### src/hdl/trap_irq_pkg.sv
// Constants for the trap and peripheral request vector map.
// Assumes a single 125 MHz clock domain and word-wide register port.
package trap_irq_pkg;
	localparam int ADDR_W      = 4;
	localparam int DATA_W      = 16;
	localparam int NUM_REQ     = 40;
	localparam int NUM_TRAP    = 8;
	localparam int VEC_W       = 7;
	localparam int TADDR_W     = 24;
	localparam int PRIO_W      = 4;

	// Register map (word indices)
	localparam logic [ADDR_W-1:0] REG_FLAG0    = 4'h0;
	localparam logic [ADDR_W-1:0] REG_FLAG1    = 4'h1;
	localparam logic [ADDR_W-1:0] REG_FLAG2    = 4'h2;
	localparam logic [ADDR_W-1:0] REG_ENABLE0  = 4'h3;
	localparam logic [ADDR_W-1:0] REG_ENABLE1  = 4'h4;
	localparam logic [ADDR_W-1:0] REG_ENABLE2  = 4'h5;
	localparam logic [ADDR_W-1:0] REG_PRIO0    = 4'h6;
	localparam logic [ADDR_W-1:0] REG_PRIO9    = 4'hf;
	localparam logic [ADDR_W-1:0] REG_TRAPSTAT = 4'h4;
	// Control registers live in a second page selected by ctl_sel_in
	localparam logic [ADDR_W-1:0] REG_CTL_TRAP = 4'h0;
	localparam logic [ADDR_W-1:0] REG_CTL_TWO  = 4'h1;
	localparam logic [ADDR_W-1:0] REG_CTL_HWE  = 4'h2;

	// Field positions
	localparam int OSC_FAIL_BIT   = 1;
	localparam int GEN_TRAP_BIT   = 3;
	localparam int ECC_DBL_BIT    = 1;
	localparam int SOFT_HARD_BIT  = 0;
	localparam int SOFT_HARD_EN   = 13;
	localparam int ALT_TABLE_BIT  = 8;

	// Trap vectors and fixed priorities
	localparam logic [VEC_W-1:0]  VEC_OSC   = 7'h00;
	localparam logic [VEC_W-1:0]  VEC_ADDR  = 7'h01;
	localparam logic [VEC_W-1:0]  VEC_HARD  = 7'h02;
	localparam logic [VEC_W-1:0]  VEC_STACK = 7'h03;
	localparam logic [VEC_W-1:0]  VEC_MATH  = 7'h04;
	localparam logic [PRIO_W-1:0] PRI_OSC   = 4'hf;
	localparam logic [PRIO_W-1:0] PRI_ADDR  = 4'he;
	localparam logic [PRIO_W-1:0] PRI_HARD  = 4'hd;
	localparam logic [PRIO_W-1:0] PRI_STACK = 4'hc;
	localparam logic [PRIO_W-1:0] PRI_MATH  = 4'hb;
	localparam logic [VEC_W-1:0]  REQ_VEC_OFFSET = 7'h08;

	// Table addresses: trap 0 sits at 000004h, request 0 at 000014h
	localparam logic [TADDR_W-1:0] TABLE_TRAP_BASE = 24'h000004;
	localparam logic [TADDR_W-1:0] TABLE_REQ_BASE  = 24'h000014;
	localparam logic [TADDR_W-1:0] ALT_LOW_BASE    = 24'h000004;

	// Requests with no flag, enable or priority field
	localparam logic [NUM_REQ-1:0] REQ_RESERVED = 40'hcc_1ce0_0000;
	localparam logic [DATA_W-1:0]  RST_WORD     = 16'h0000;
	localparam logic [DATA_W-1:0]  PRIO_RST     = 16'h4444;
endpackage
### src/hdl/trap_and_irq_vector_map.sv
// Trap and peripheral request vector selection with flag, enable and priority registers.
// Assumes request and trap inputs are one-cycle pulses synchronous to ref_clk_in.
//
// Added by the designer: the placing of the registers and the address-and-strobe port.
`timescale 1ns/1ps

// Notes on behaviour
// Oscillator failure: vector 0, address 000004h, priority 15, status bit 1.
// Address error: vector 1, address 000006h, priority 14, status bit 3.
// Double-bit flash error sets source bit 1, raises vector 2, priority 13, ungated.
// Software hard trap sets source bit 0; vector 2 only when enable bit 13 set.
// Stack error: vector 3, address 00000Ah, priority 12.
// Divide-by-zero raises math trap: vector 4, address 00000Ch, priority 11.
// Trap vectors 5 to 7 are reserved and never raised.
// Alternate table entries are boot page base plus the primary low offset.
// Request n maps to vector n+8 at table address 000014h plus 2n.
// Flag and enable for request n sit at bit n%16 of register n/16.
// Priority field of request n is bits 4k+2..4k of register n/4.
// Reserved requests have no flag, enable or priority and never signal.
// Each source drives its own listed request number input line.
// Equal priority ties go to the lower vector number.
// Control two bit 8 selects the alternate table for all vectors.
// Seven user priority levels; every trap outranks every request.
// One request presented with highest-priority pending enabled request; priority 0 never wins.
// Software clears a flag after service; a set flag stays pending.
module trap_and_irq_vector_map #(
	parameter logic [trap_irq_pkg::TADDR_W-1:0] BOOT_BASE = 24'h001000
) (
	input  wire logic                                 ref_clk_in,
	input  wire logic                                 rst_in,
	input  wire logic [trap_irq_pkg::NUM_REQ-1:0]     req_in,
	input  wire logic                                 osc_fail_in,
	input  wire logic                                 addr_error_in,
	input  wire logic                                 ecc_double_error_in,
	input  wire logic                                 stack_error_in,
	input  wire logic                                 divide_zero_error_in,
	input  wire logic                                 ctl_sel_in,
	input  wire logic [trap_irq_pkg::ADDR_W-1:0]      addr_in,
	input  wire logic [trap_irq_pkg::DATA_W-1:0]      wdata_in,
	input  wire logic                                 wr_in,
	input  wire logic                                 rd_in,
	output logic      [trap_irq_pkg::DATA_W-1:0]      rdata_out,
	output logic                                      irq_out,
	output logic      [trap_irq_pkg::VEC_W-1:0]       vector_out,
	output logic      [trap_irq_pkg::PRIO_W-1:0]      level_out,
	output logic      [trap_irq_pkg::TADDR_W-1:0]     table_addr_out
);
	import trap_irq_pkg::*;

	// ----------------------------------------------------------------
	// State
	// ----------------------------------------------------------------
	typedef struct packed {
		logic [NUM_REQ-1:0]     flag;
		logic [NUM_REQ-1:0]     enable;
		logic [NUM_REQ*3-1:0]   prio;
		logic                   osc_fail;
		logic                   addr_err;
		logic                   stack_err;
		logic                   math_err;
		logic                   ecc_dbl;
		logic                   soft_hard;
		logic                   soft_hard_en;
		logic                   alt_table;
		logic [DATA_W-1:0]      rdata;
		logic                   irq;
		logic [VEC_W-1:0]       vector;
		logic [PRIO_W-1:0]      level;
		logic [TADDR_W-1:0]     taddr;
	} state_t;

	state_t s_q;
	state_t s_d;

	// ----------------------------------------------------------------
	// Address decode and field helpers
	// ----------------------------------------------------------------
	// Word regions of the request page
	typedef enum logic [1:0] {
		REGION_FLAG   = 2'b00,
		REGION_ENABLE = 2'b01,
		REGION_PRIO   = 2'b10
	} region_t;

	// Sorts a request-page word index into flag, enable or priority words
	function automatic region_t region_of(input logic [ADDR_W-1:0] ad);
		region_t r;
		r = REGION_PRIO;
		if (ad <= REG_FLAG2) begin
			r = REGION_FLAG;
		end else if (ad <= REG_ENABLE2) begin
			r = REGION_ENABLE;
		end
		return r;
	endfunction

	// First request number held by a flag or enable word
	function automatic int first_req(input logic [ADDR_W-1:0] ad);
		int base;
		base = int'(ad) * DATA_W;
		if (region_of(ad) == REGION_ENABLE) begin
			base = int'(ad - REG_ENABLE0) * DATA_W;
		end
		return base;
	endfunction

	// Reads the 3-bit priority field of one request
	function automatic logic [2:0] prio_of(input logic [NUM_REQ*3-1:0] v, input int n);
		return v[n*3 +: 3];
	endfunction

	// Reads a 16-bit slice of a wide vector by word index
	function automatic logic [DATA_W-1:0] word_of(input logic [NUM_REQ*3-1:0] v, input int idx);
		logic [DATA_W-1:0] w;
		w = '0;
		for (int b = 0; b < DATA_W; b++) begin
			if (idx*DATA_W + b < NUM_REQ*3) begin
				w[b] = v[idx*DATA_W + b];
			end
		end
		return w;
	endfunction

	// Translates a vector number into a table address
	function automatic logic [TADDR_W-1:0] table_of(input logic [VEC_W-1:0] v, input logic alt);
		logic [TADDR_W-1:0] a;
		a = TABLE_TRAP_BASE + {16'h0000, v, 1'b0};
		if (alt) begin
			a = BOOT_BASE + ALT_LOW_BASE + {16'h0000, v, 1'b0};
		end
		return a;
	endfunction

	// ----------------------------------------------------------------
	// Per-request masks
	// ----------------------------------------------------------------
	logic [NUM_REQ*3-1:0] prio_keep;
	logic [2:0]           eff_prio [NUM_REQ];

	// Reserved requests keep no priority field
	// Effective level is zero unless the request is flagged and enabled
	for (genvar g = 0; g < NUM_REQ; g++) begin : g_req
		assign prio_keep[g*3 +: 3] = REQ_RESERVED[g] ? 3'h0 : 3'h7;
		assign eff_prio[g]         = (s_q.flag[g] && s_q.enable[g]) ? prio_of(s_q.prio, g) : 3'h0;
	end

	// ----------------------------------------------------------------
	// Next state
	// ----------------------------------------------------------------
	always_comb begin
		logic [NUM_REQ-1:0]   set_flag;
		logic [3:0]           widx;
		logic [5:0]           fbase;
		logic [2:0]           best_p;
		logic [5:0]           best_n;
		logic                 found;
		logic                 hard_pend;
		logic [DATA_W-1:0]    rd;
		// ------------------------------------------------------------
		// Defaults
		// ------------------------------------------------------------
		s_d = s_q;
		set_flag = req_in & ~REQ_RESERVED;
		widx = 4'h0;
		fbase = 6'h00;
		best_p = 3'h0;
		best_n = 6'h00;
		found = 1'b0;
		hard_pend = 1'b0;
		rd = RST_WORD;

		// ------------------------------------------------------------
		// Request-page writes; hardware set wins over software clear
		// ------------------------------------------------------------
		if (wr_in && !ctl_sel_in) begin
			if (region_of(addr_in) == REGION_FLAG) begin
				fbase = 6'(first_req(addr_in));
				for (int b = 0; b < DATA_W; b++) begin
					if (int'(fbase) + b < NUM_REQ) begin
						s_d.flag[int'(fbase) + b] = wdata_in[b];
					end
				end
			end else if (region_of(addr_in) == REGION_ENABLE) begin
				fbase = 6'(first_req(addr_in));
				for (int b = 0; b < DATA_W; b++) begin
					if (int'(fbase) + b < NUM_REQ) begin
						s_d.enable[int'(fbase) + b] = wdata_in[b];
					end
				end
			end else begin
				widx = addr_in - REG_PRIO0;
				for (int k = 0; k < 4; k++) begin
					if (int'(widx)*4 + k < NUM_REQ) begin
						s_d.prio[(int'(widx)*4 + k)*3 +: 3] = wdata_in[k*4 +: 3];
					end
				end
			end
		end

		// ------------------------------------------------------------
		// Control-page writes
		// ------------------------------------------------------------
		if (wr_in && ctl_sel_in) begin
			unique case (addr_in)
				REG_CTL_TRAP: begin
					s_d.osc_fail  = wdata_in[OSC_FAIL_BIT];
					s_d.addr_err  = s_q.addr_err  & wdata_in[GEN_TRAP_BIT];
					s_d.stack_err = s_q.stack_err & wdata_in[GEN_TRAP_BIT];
					s_d.math_err  = s_q.math_err  & wdata_in[GEN_TRAP_BIT];
				end
				REG_CTL_TWO: begin
					s_d.alt_table    = wdata_in[ALT_TABLE_BIT];
					s_d.soft_hard_en = wdata_in[SOFT_HARD_EN];
				end
				REG_CTL_HWE: begin
					s_d.ecc_dbl   = wdata_in[ECC_DBL_BIT];
					s_d.soft_hard = wdata_in[SOFT_HARD_BIT];
				end
				default: begin
				end
			endcase
		end

		// ------------------------------------------------------------
		// Reserved masks
		// ------------------------------------------------------------
		s_d.flag = (s_d.flag | set_flag) & ~REQ_RESERVED;
		s_d.enable = s_d.enable & ~REQ_RESERVED;
		s_d.prio = s_d.prio & prio_keep;

		// ------------------------------------------------------------
		// Hardware events
		// ------------------------------------------------------------
		s_d.osc_fail  = s_d.osc_fail  | osc_fail_in;
		s_d.addr_err  = s_d.addr_err  | addr_error_in;
		s_d.stack_err = s_d.stack_err | stack_error_in;
		s_d.math_err  = s_d.math_err  | divide_zero_error_in;
		s_d.ecc_dbl   = s_d.ecc_dbl   | ecc_double_error_in;

		// ------------------------------------------------------------
		// Request-page reads, data one cycle later
		// ------------------------------------------------------------
		if (rd_in && !ctl_sel_in) begin
			if (region_of(addr_in) == REGION_FLAG) begin
				rd = word_of({80'h0, s_q.flag}, first_req(addr_in) / DATA_W);
			end else if (region_of(addr_in) == REGION_ENABLE) begin
				rd = word_of({80'h0, s_q.enable}, first_req(addr_in) / DATA_W);
			end else begin
				widx = addr_in - REG_PRIO0;
				for (int k = 0; k < 4; k++) begin
					if (int'(widx)*4 + k < NUM_REQ) begin
						rd[k*4 +: 3] = prio_of(s_q.prio, int'(widx)*4 + k);
					end
				end
			end
		end

		// ------------------------------------------------------------
		// Control-page reads
		// ------------------------------------------------------------
		if (rd_in && ctl_sel_in) begin
			unique case (addr_in)
				REG_CTL_TRAP: begin
					rd[OSC_FAIL_BIT] = s_q.osc_fail;
					rd[GEN_TRAP_BIT] = s_q.addr_err | s_q.stack_err | s_q.math_err;
				end
				REG_CTL_TWO: begin
					rd[ALT_TABLE_BIT] = s_q.alt_table;
					rd[SOFT_HARD_EN]  = s_q.soft_hard_en;
				end
				REG_CTL_HWE: begin
					rd[ECC_DBL_BIT]   = s_q.ecc_dbl;
					rd[SOFT_HARD_BIT] = s_q.soft_hard;
				end
				default: begin
				end
			endcase
		end
		s_d.rdata = rd;

		// ------------------------------------------------------------
		// Request ranking: highest user level, then lowest vector
		// ------------------------------------------------------------
		for (int n = NUM_REQ-1; n >= 0; n--) begin
			if (eff_prio[n] != 3'h0 && eff_prio[n] >= best_p) begin
				best_p = eff_prio[n];
				best_n = 6'(n);
				found = 1'b1;
			end
		end

		// ------------------------------------------------------------
		// Trap ranking: fixed order, every trap above every request
		// ------------------------------------------------------------
		hard_pend = s_q.ecc_dbl | (s_q.soft_hard & s_q.soft_hard_en);
		s_d.irq = 1'b1;
		if (s_q.osc_fail) begin
			s_d.vector = VEC_OSC;
			s_d.level  = PRI_OSC;
		end else if (s_q.addr_err) begin
			s_d.vector = VEC_ADDR;
			s_d.level  = PRI_ADDR;
		end else if (hard_pend) begin
			s_d.vector = VEC_HARD;
			s_d.level  = PRI_HARD;
		end else if (s_q.stack_err) begin
			s_d.vector = VEC_STACK;
			s_d.level  = PRI_STACK;
		end else if (s_q.math_err) begin
			s_d.vector = VEC_MATH;
			s_d.level  = PRI_MATH;
		end else if (found) begin
			s_d.vector = 7'(best_n) + REQ_VEC_OFFSET;
			s_d.level  = {1'b0, best_p};
		end else begin
			s_d.irq    = 1'b0;
			s_d.vector = 7'h00;
			s_d.level  = 4'h0;
		end

		// ------------------------------------------------------------
		// Table address
		// ------------------------------------------------------------
		s_d.taddr = table_of(s_d.vector, s_q.alt_table);
	end

	// ----------------------------------------------------------------
	// Registers
	// ----------------------------------------------------------------
	always_ff @(posedge ref_clk_in or posedge rst_in) begin
		if (rst_in) begin
			s_q <= '0;
			s_q.prio <= '0;
		end else begin
			s_q <= s_d;
		end
	end

	// ----------------------------------------------------------------
	// Outputs
	// ----------------------------------------------------------------
	assign rdata_out      = s_q.rdata;
	assign irq_out        = s_q.irq;
	assign vector_out     = s_q.vector;
	assign level_out      = s_q.level;
	assign table_addr_out = s_q.taddr;
endmodule

### config.mk
export PLATFORM = sky130hd
export DESIGN_NAME = trap_and_irq_vector_map
export DESIGN_NICKNAME = d
export VERILOG_FILES = /design/src/hdl/trap_irq_pkg.sv /design/src/hdl/trap_and_irq_vector_map.sv
export SDC_FILE = /design/constraint.sdc
export NUM_CORES = 1
export LEC_CHECK = 0
export ABC_AREA = 0
export ABC_CLOCK_PERIOD_IN_PS = 42700
export BUFFER_PORTS_ARGS = -buffer_cell sky130_fd_sc_hd__buf_2
export CORE_ASPECT_RATIO = 0.5
export CORE_MARGIN = 4
export CORE_UTILIZATION = 62
export CTS_CLUSTER_SIZE = 28
export DETAILED_ROUTE_END_ITERATION = 6
export MAX_ROUTING_LAYER = met4
export PLACE_DENSITY_LB_ADDON = 0.15
export SYNTH_ARGS = -nofsm -noshare
export SYNTH_HDL_FRONTEND = slang
export SYNTH_SLANG_ARGS = --single-unit
export TNS_END_PERCENT = 10
### constraint.sdc
create_clock -name ref_clk_in -period 42.7 [get_ports ref_clk_in]
set_clock_uncertainty 0.2 [all_clocks]
set_input_delay 2.135 -clock ref_clk_in [delete_from_list [all_inputs] [get_ports ref_clk_in]]
set_output_delay 2.135 -clock ref_clk_in [all_outputs]
set_load 0.01 [all_outputs]
== Word-level counts from Yosys, hierarchy flattened ==
Index checks and enable logic that the tools add are counted.
Cells by class
  add/subtract/negate cells: 74
  $mul: 4
  magnitude comparators: 196
  equality and inequality tests: 8
  shift-type cells: 12
  mux-type cells: 545
  bitwise operators: 17
  reductions and logical operators: 136
Operators with widths (count)
  $mux W40: 107
  $mux W120: 14
  $bwmux W40: 32
  $lt A32 B7 Y1 const B: 33
  $lt A32 B8 Y1 const B: 32
  $lt A32 B9 Y1 const B: 32
  $add A32 B5 Y32 const B: 16
  $bwmux W120: 4
  $shift A3 B33 Y120 const A: 4
  $shiftx A3 B33 Y120: 4
  $shiftx A120 B10 Y3: 3
  $add A32 B4 Y32 const B: 8
  $mux W32: 7
  $mux W6: 37
  $bmux W1 S7: 30
  $ge A7 B1 Y1 const B: 30
  $lt A7 B7 Y1 const B: 30
  $mux W3: 68
  $mux W198: 1
  $demux W1 S6: 32
  $mux W1: 175
  $mux W160: 1
  $neg A32 Y33: 4
  $add A32 B3 Y32 const B: 4
  other kinds (44): 284
Word-level totals
  register bits: 210
  bits of input ports: 70
  word-level logic and storage cells: 1008

== Longest topological paths before layout ==
  depth in word-level cells: 101
  gate-level depth with buffers: 219

== Worst setup path after synthesis ==
No wires, ideal clock.
  path kind: reg2reg
  start: reg s_q[257] (netlist bit)
  end: reg s_q (netlist bit table_addr_out[6])
  library setup time: 0.079 ns
  arrival: 37.292 ns
  path slack: 5.128 ns
  stages on the path, launching flop included: 209
  period minus slack after synthesis: 37.572 ns
  path through: dfrtp_1 > and3_1 > inv_1 > ha_1 > nand2_1 > o21a_1 > a211oi_1 > o2bb2ai_1 > ha_1 > nand2b_1 > o21a_1 > a311o_1 > a21o_1 > a21boi_0 > ha_1 > nand2b_1 > o211ai_1 > o31a_1 > (+173 left out) > a21o_1 > a21o_1 > nand2_1 > inv_1 > a21o_1 > o21ai_1 > ha_1 > nand2b_1 > a21o_1 > a21oi_1 > nor2_1 > nor2_1 > a31oi_1 > nor2_1 > ha_1 > nand2_1 > or3b_1 > mux2i_1
RTL lines
  start: declaration: line trap_and_irq_vector_map.sv:72  | state_t s_q;

==> key figures <==
Min path
  – Worst min path class: flip-flop to flip-flop

CTS
  – Total CTS buffers: 17
  – Clock Sinks: 194
  – Clk root buf: clkbuf_16
  – Clk_lat worst skew: 470 ps
  – H-tree levels: 4
  – Clock slew at reported path FFs: 70 ps
  – CTS Hold Bufs: 0
  – Buffers from clock root to sink, at most: 2
  – TritonCTS clock tree: built

GRT
  – Vias in the first global route: 15700
  – First-pass GRT wire length: 96700 um
  – Grt ovf: 0
  – Initial antenna violation count: 0
  – Largest net degree at the start of global routing: 122
  – Total GRT Usage: 45.5%

Drt
  – Vias: 17900
  – DRC viols: 0
  – Wl on met1: 26200 um
  – DR iter-0 viols: 2928
  – DRT Pass-1 Iters: 7
  – WL final: 67400 um
  – Highest metal used: met4
  – WL/cell: 27.4 um
  – Met3 Wirelength: 12400 um
  – Met2 wire len: 26200 um
  – Post-route ant nets: 0
  – Via density: 7.28

Floorplanning
  – Core area: 25600 um2
  – Die ar.: 29300 um2
  – Initial core utilization: 64.1%
  – Die H: 123 um
  – Row count: 41
  – Die extent in x: 238 um
  – I/O pin total: 122

Critical path
  – Largest stage delay on the critical path: 500 ps
  – Worst EP required: 42890 ps
  – CP startpoint kind: flip-flop
  – Cell mode on critical path: ha_1
  – Worst path slowest cell: a221oi_1
  – Crit Path Max Fanout: 7
  – Arrival time of the worst setup path: 41150 ps
  – Crit Path Category: flip-flop to flip-flop
  – Crit end category: flip-flop

Job
  – Max Cap Viol: 0

STA
  – Final hold violation count: 0
  – Endpoints failing setup: 0
  – Min Tclk post-route: 40960 ps
  – Fin worst setup slack: 1740 ps
  – Final Max Slew Viols: 0
  – Final Cycle Share: 95.9%
  – Fin Hold WS: 256 ps
  – Slew HR: 9.22%
  – FMAX: 24.4 MHz
  – Worst-margin pin slew: 1350 ps

Place
  – Post-placement cell area: 17100 um2
  – Pre-CTS setup slack: -360 ps
  – Final Wtd Congestion: 1.12
  – Detailed placer's ending HPWL: 51200 um
  – Port bufs: 96

Synthesis
  – Synth Register Bits: 194
  – Post-synth ARST share: 100%
  – Post-synth EDFFs: 0
  – Register area share after synthesis: 29.5%
  – Number of distinct library cells after synthesis: 102
  – Yosys warns: 0
  – Mean Syn Cell Area: 8.12 um2
  – Mapped Area: 16400 um2
  – Synth Instances: 2026
  – Ys flop type: dfrtp_1

Cells and area
  – Most frequent cells in the layout: 255 x nand2_1, 190 x dfrtp_1, 154 x nor2_1
  – # nets final: 2251
  – Area delta synth->final: 10.6%
  – Layout cells sized above 1: 16.8%
  – Most common cell after layout, fill and taps aside: nand2_1
  – Design Area, Final: 18200 um2

Power
  – Pwr dens: 81.4 nW/um2
  – Pleak: 8.06 nW
  – Max VDD drop: 0.0000510 V
  – Total chip power: 1.48 mW

Status
  – Status: finished clean
## report_power, final
group	leakage, nW	switching [mW]	total (mW)	internal (mW)
sequential	2.37	0.0517	0.260	0.208
clock	0.285	0.0787	0.170	0.0917
combinational	5.41	0.616	1.05	0.434
## logic make-up (layout without fill, tap and decap cells)
logic type	count (synthesis)	count (layout)	synth area share, %
compound gates	629	629	26.8
xor+xnor	13	13	0.692
fa+ha+maj	83	83	6.24
buf+inv	177	251	5.20
flops	194	194	29.5
mux	96	96	6.59
other cells	1	18	0.0228
simple gates	833	833	24.9
## final timing paths
path	slack [ps]	cells past startpoint	endpoint	startpoint
max reg2reg	1740	212	table_addr_out[6]$_DFF_PP0_	s_q[257]$_DFF_PP0_
min	260	0	table_addr_out[12]$_DFF_PP0_	s_q[52]$_DFFE_PP0P_
max in group asynchronous	39020	3	asynchronous set/reset pin	rst_in
min reg2reg	260	0	table_addr_out[12]$_DFF_PP0_	s_q[52]$_DFFE_PP0P_
min in group asynchronous	1620	2	table_addr_out[8]$_DFF_PP0_	rst_in
max	1740	212	table_addr_out[6]$_DFF_PP0_	s_q[257]$_DFF_PP0_
## per-layer routing
layer,up-vias,global-route usage (%)
met5,-,-
met2,1471,61.0
li1,7653,-
met1,8498,61.3
met3,286,20.8
met4,0,14.1
## synth_stat cells, types with 27 or more instances
cell,n,area share [%]
a21oi_1,137,4.2
nor2_1,157,3.6
inv_1,64,1.5
nand3_1,119,3.6
buf_4,51,2.3
nand2_1,257,5.9
dfrtp_1,194,30
ha_1,78,5.9
and3_1,71,2.7
a31oi_1,29,1.1
nor2b_1,36,1.4
nand2b_1,32,1.2
and2_1,27,1.0
clkbuf_1,56,1.3
mux2_2,58,4.0
nor3_1,45,1.4
mux2i_1,34,2.1
o21ai_0,127,3.9
## layout make-up
class                           instances  area (um2)
Multi-Input combinational cell       1671       11100
Clock inverter                         10         125
Clock buffer                           22         474
Inverter                               66         255
Sequential cell                       194        4860
Antenna cell                            1        2.50
Timing Repair Buffer                  153         908
Tap cell                              344         430
Fill cell                            2035        7460
## critical path: cells and delay by family (launching register included)
family | cells | cell delay [ps]
AND/OR/NAND/NOR | 69 | 10530
multiplexers | 1 | 130
buffers and inverters | 10 | 1200
adder cells (fa/ha/maj) | 34 | 9570
AO/OA/AOI/OAI | 98 | 18730
flip-flops | 1 | 430
## timing repair
item / in CTS / in global routing
endpoints found under the setup margin: 12 / 16
pin swaps: 0 / 17
gates resized for setup: 6 / 70
setup buffers: 0 / 18
endpoints found under the hold margin: 0 / 0
## metrics by stage
stage	TNS (ps)	instances	util, %
6_report	0	2461	70.9
3_5_place_dp	-1680	2410	66.8
2_1_floorplan	0	2042	-
4_1_cts	0	2442	69.2
3_3_place_gp	0	2410	66.8
5_1_grt	-3410	2460	70.9
Power figures use the tool's default switching activity.
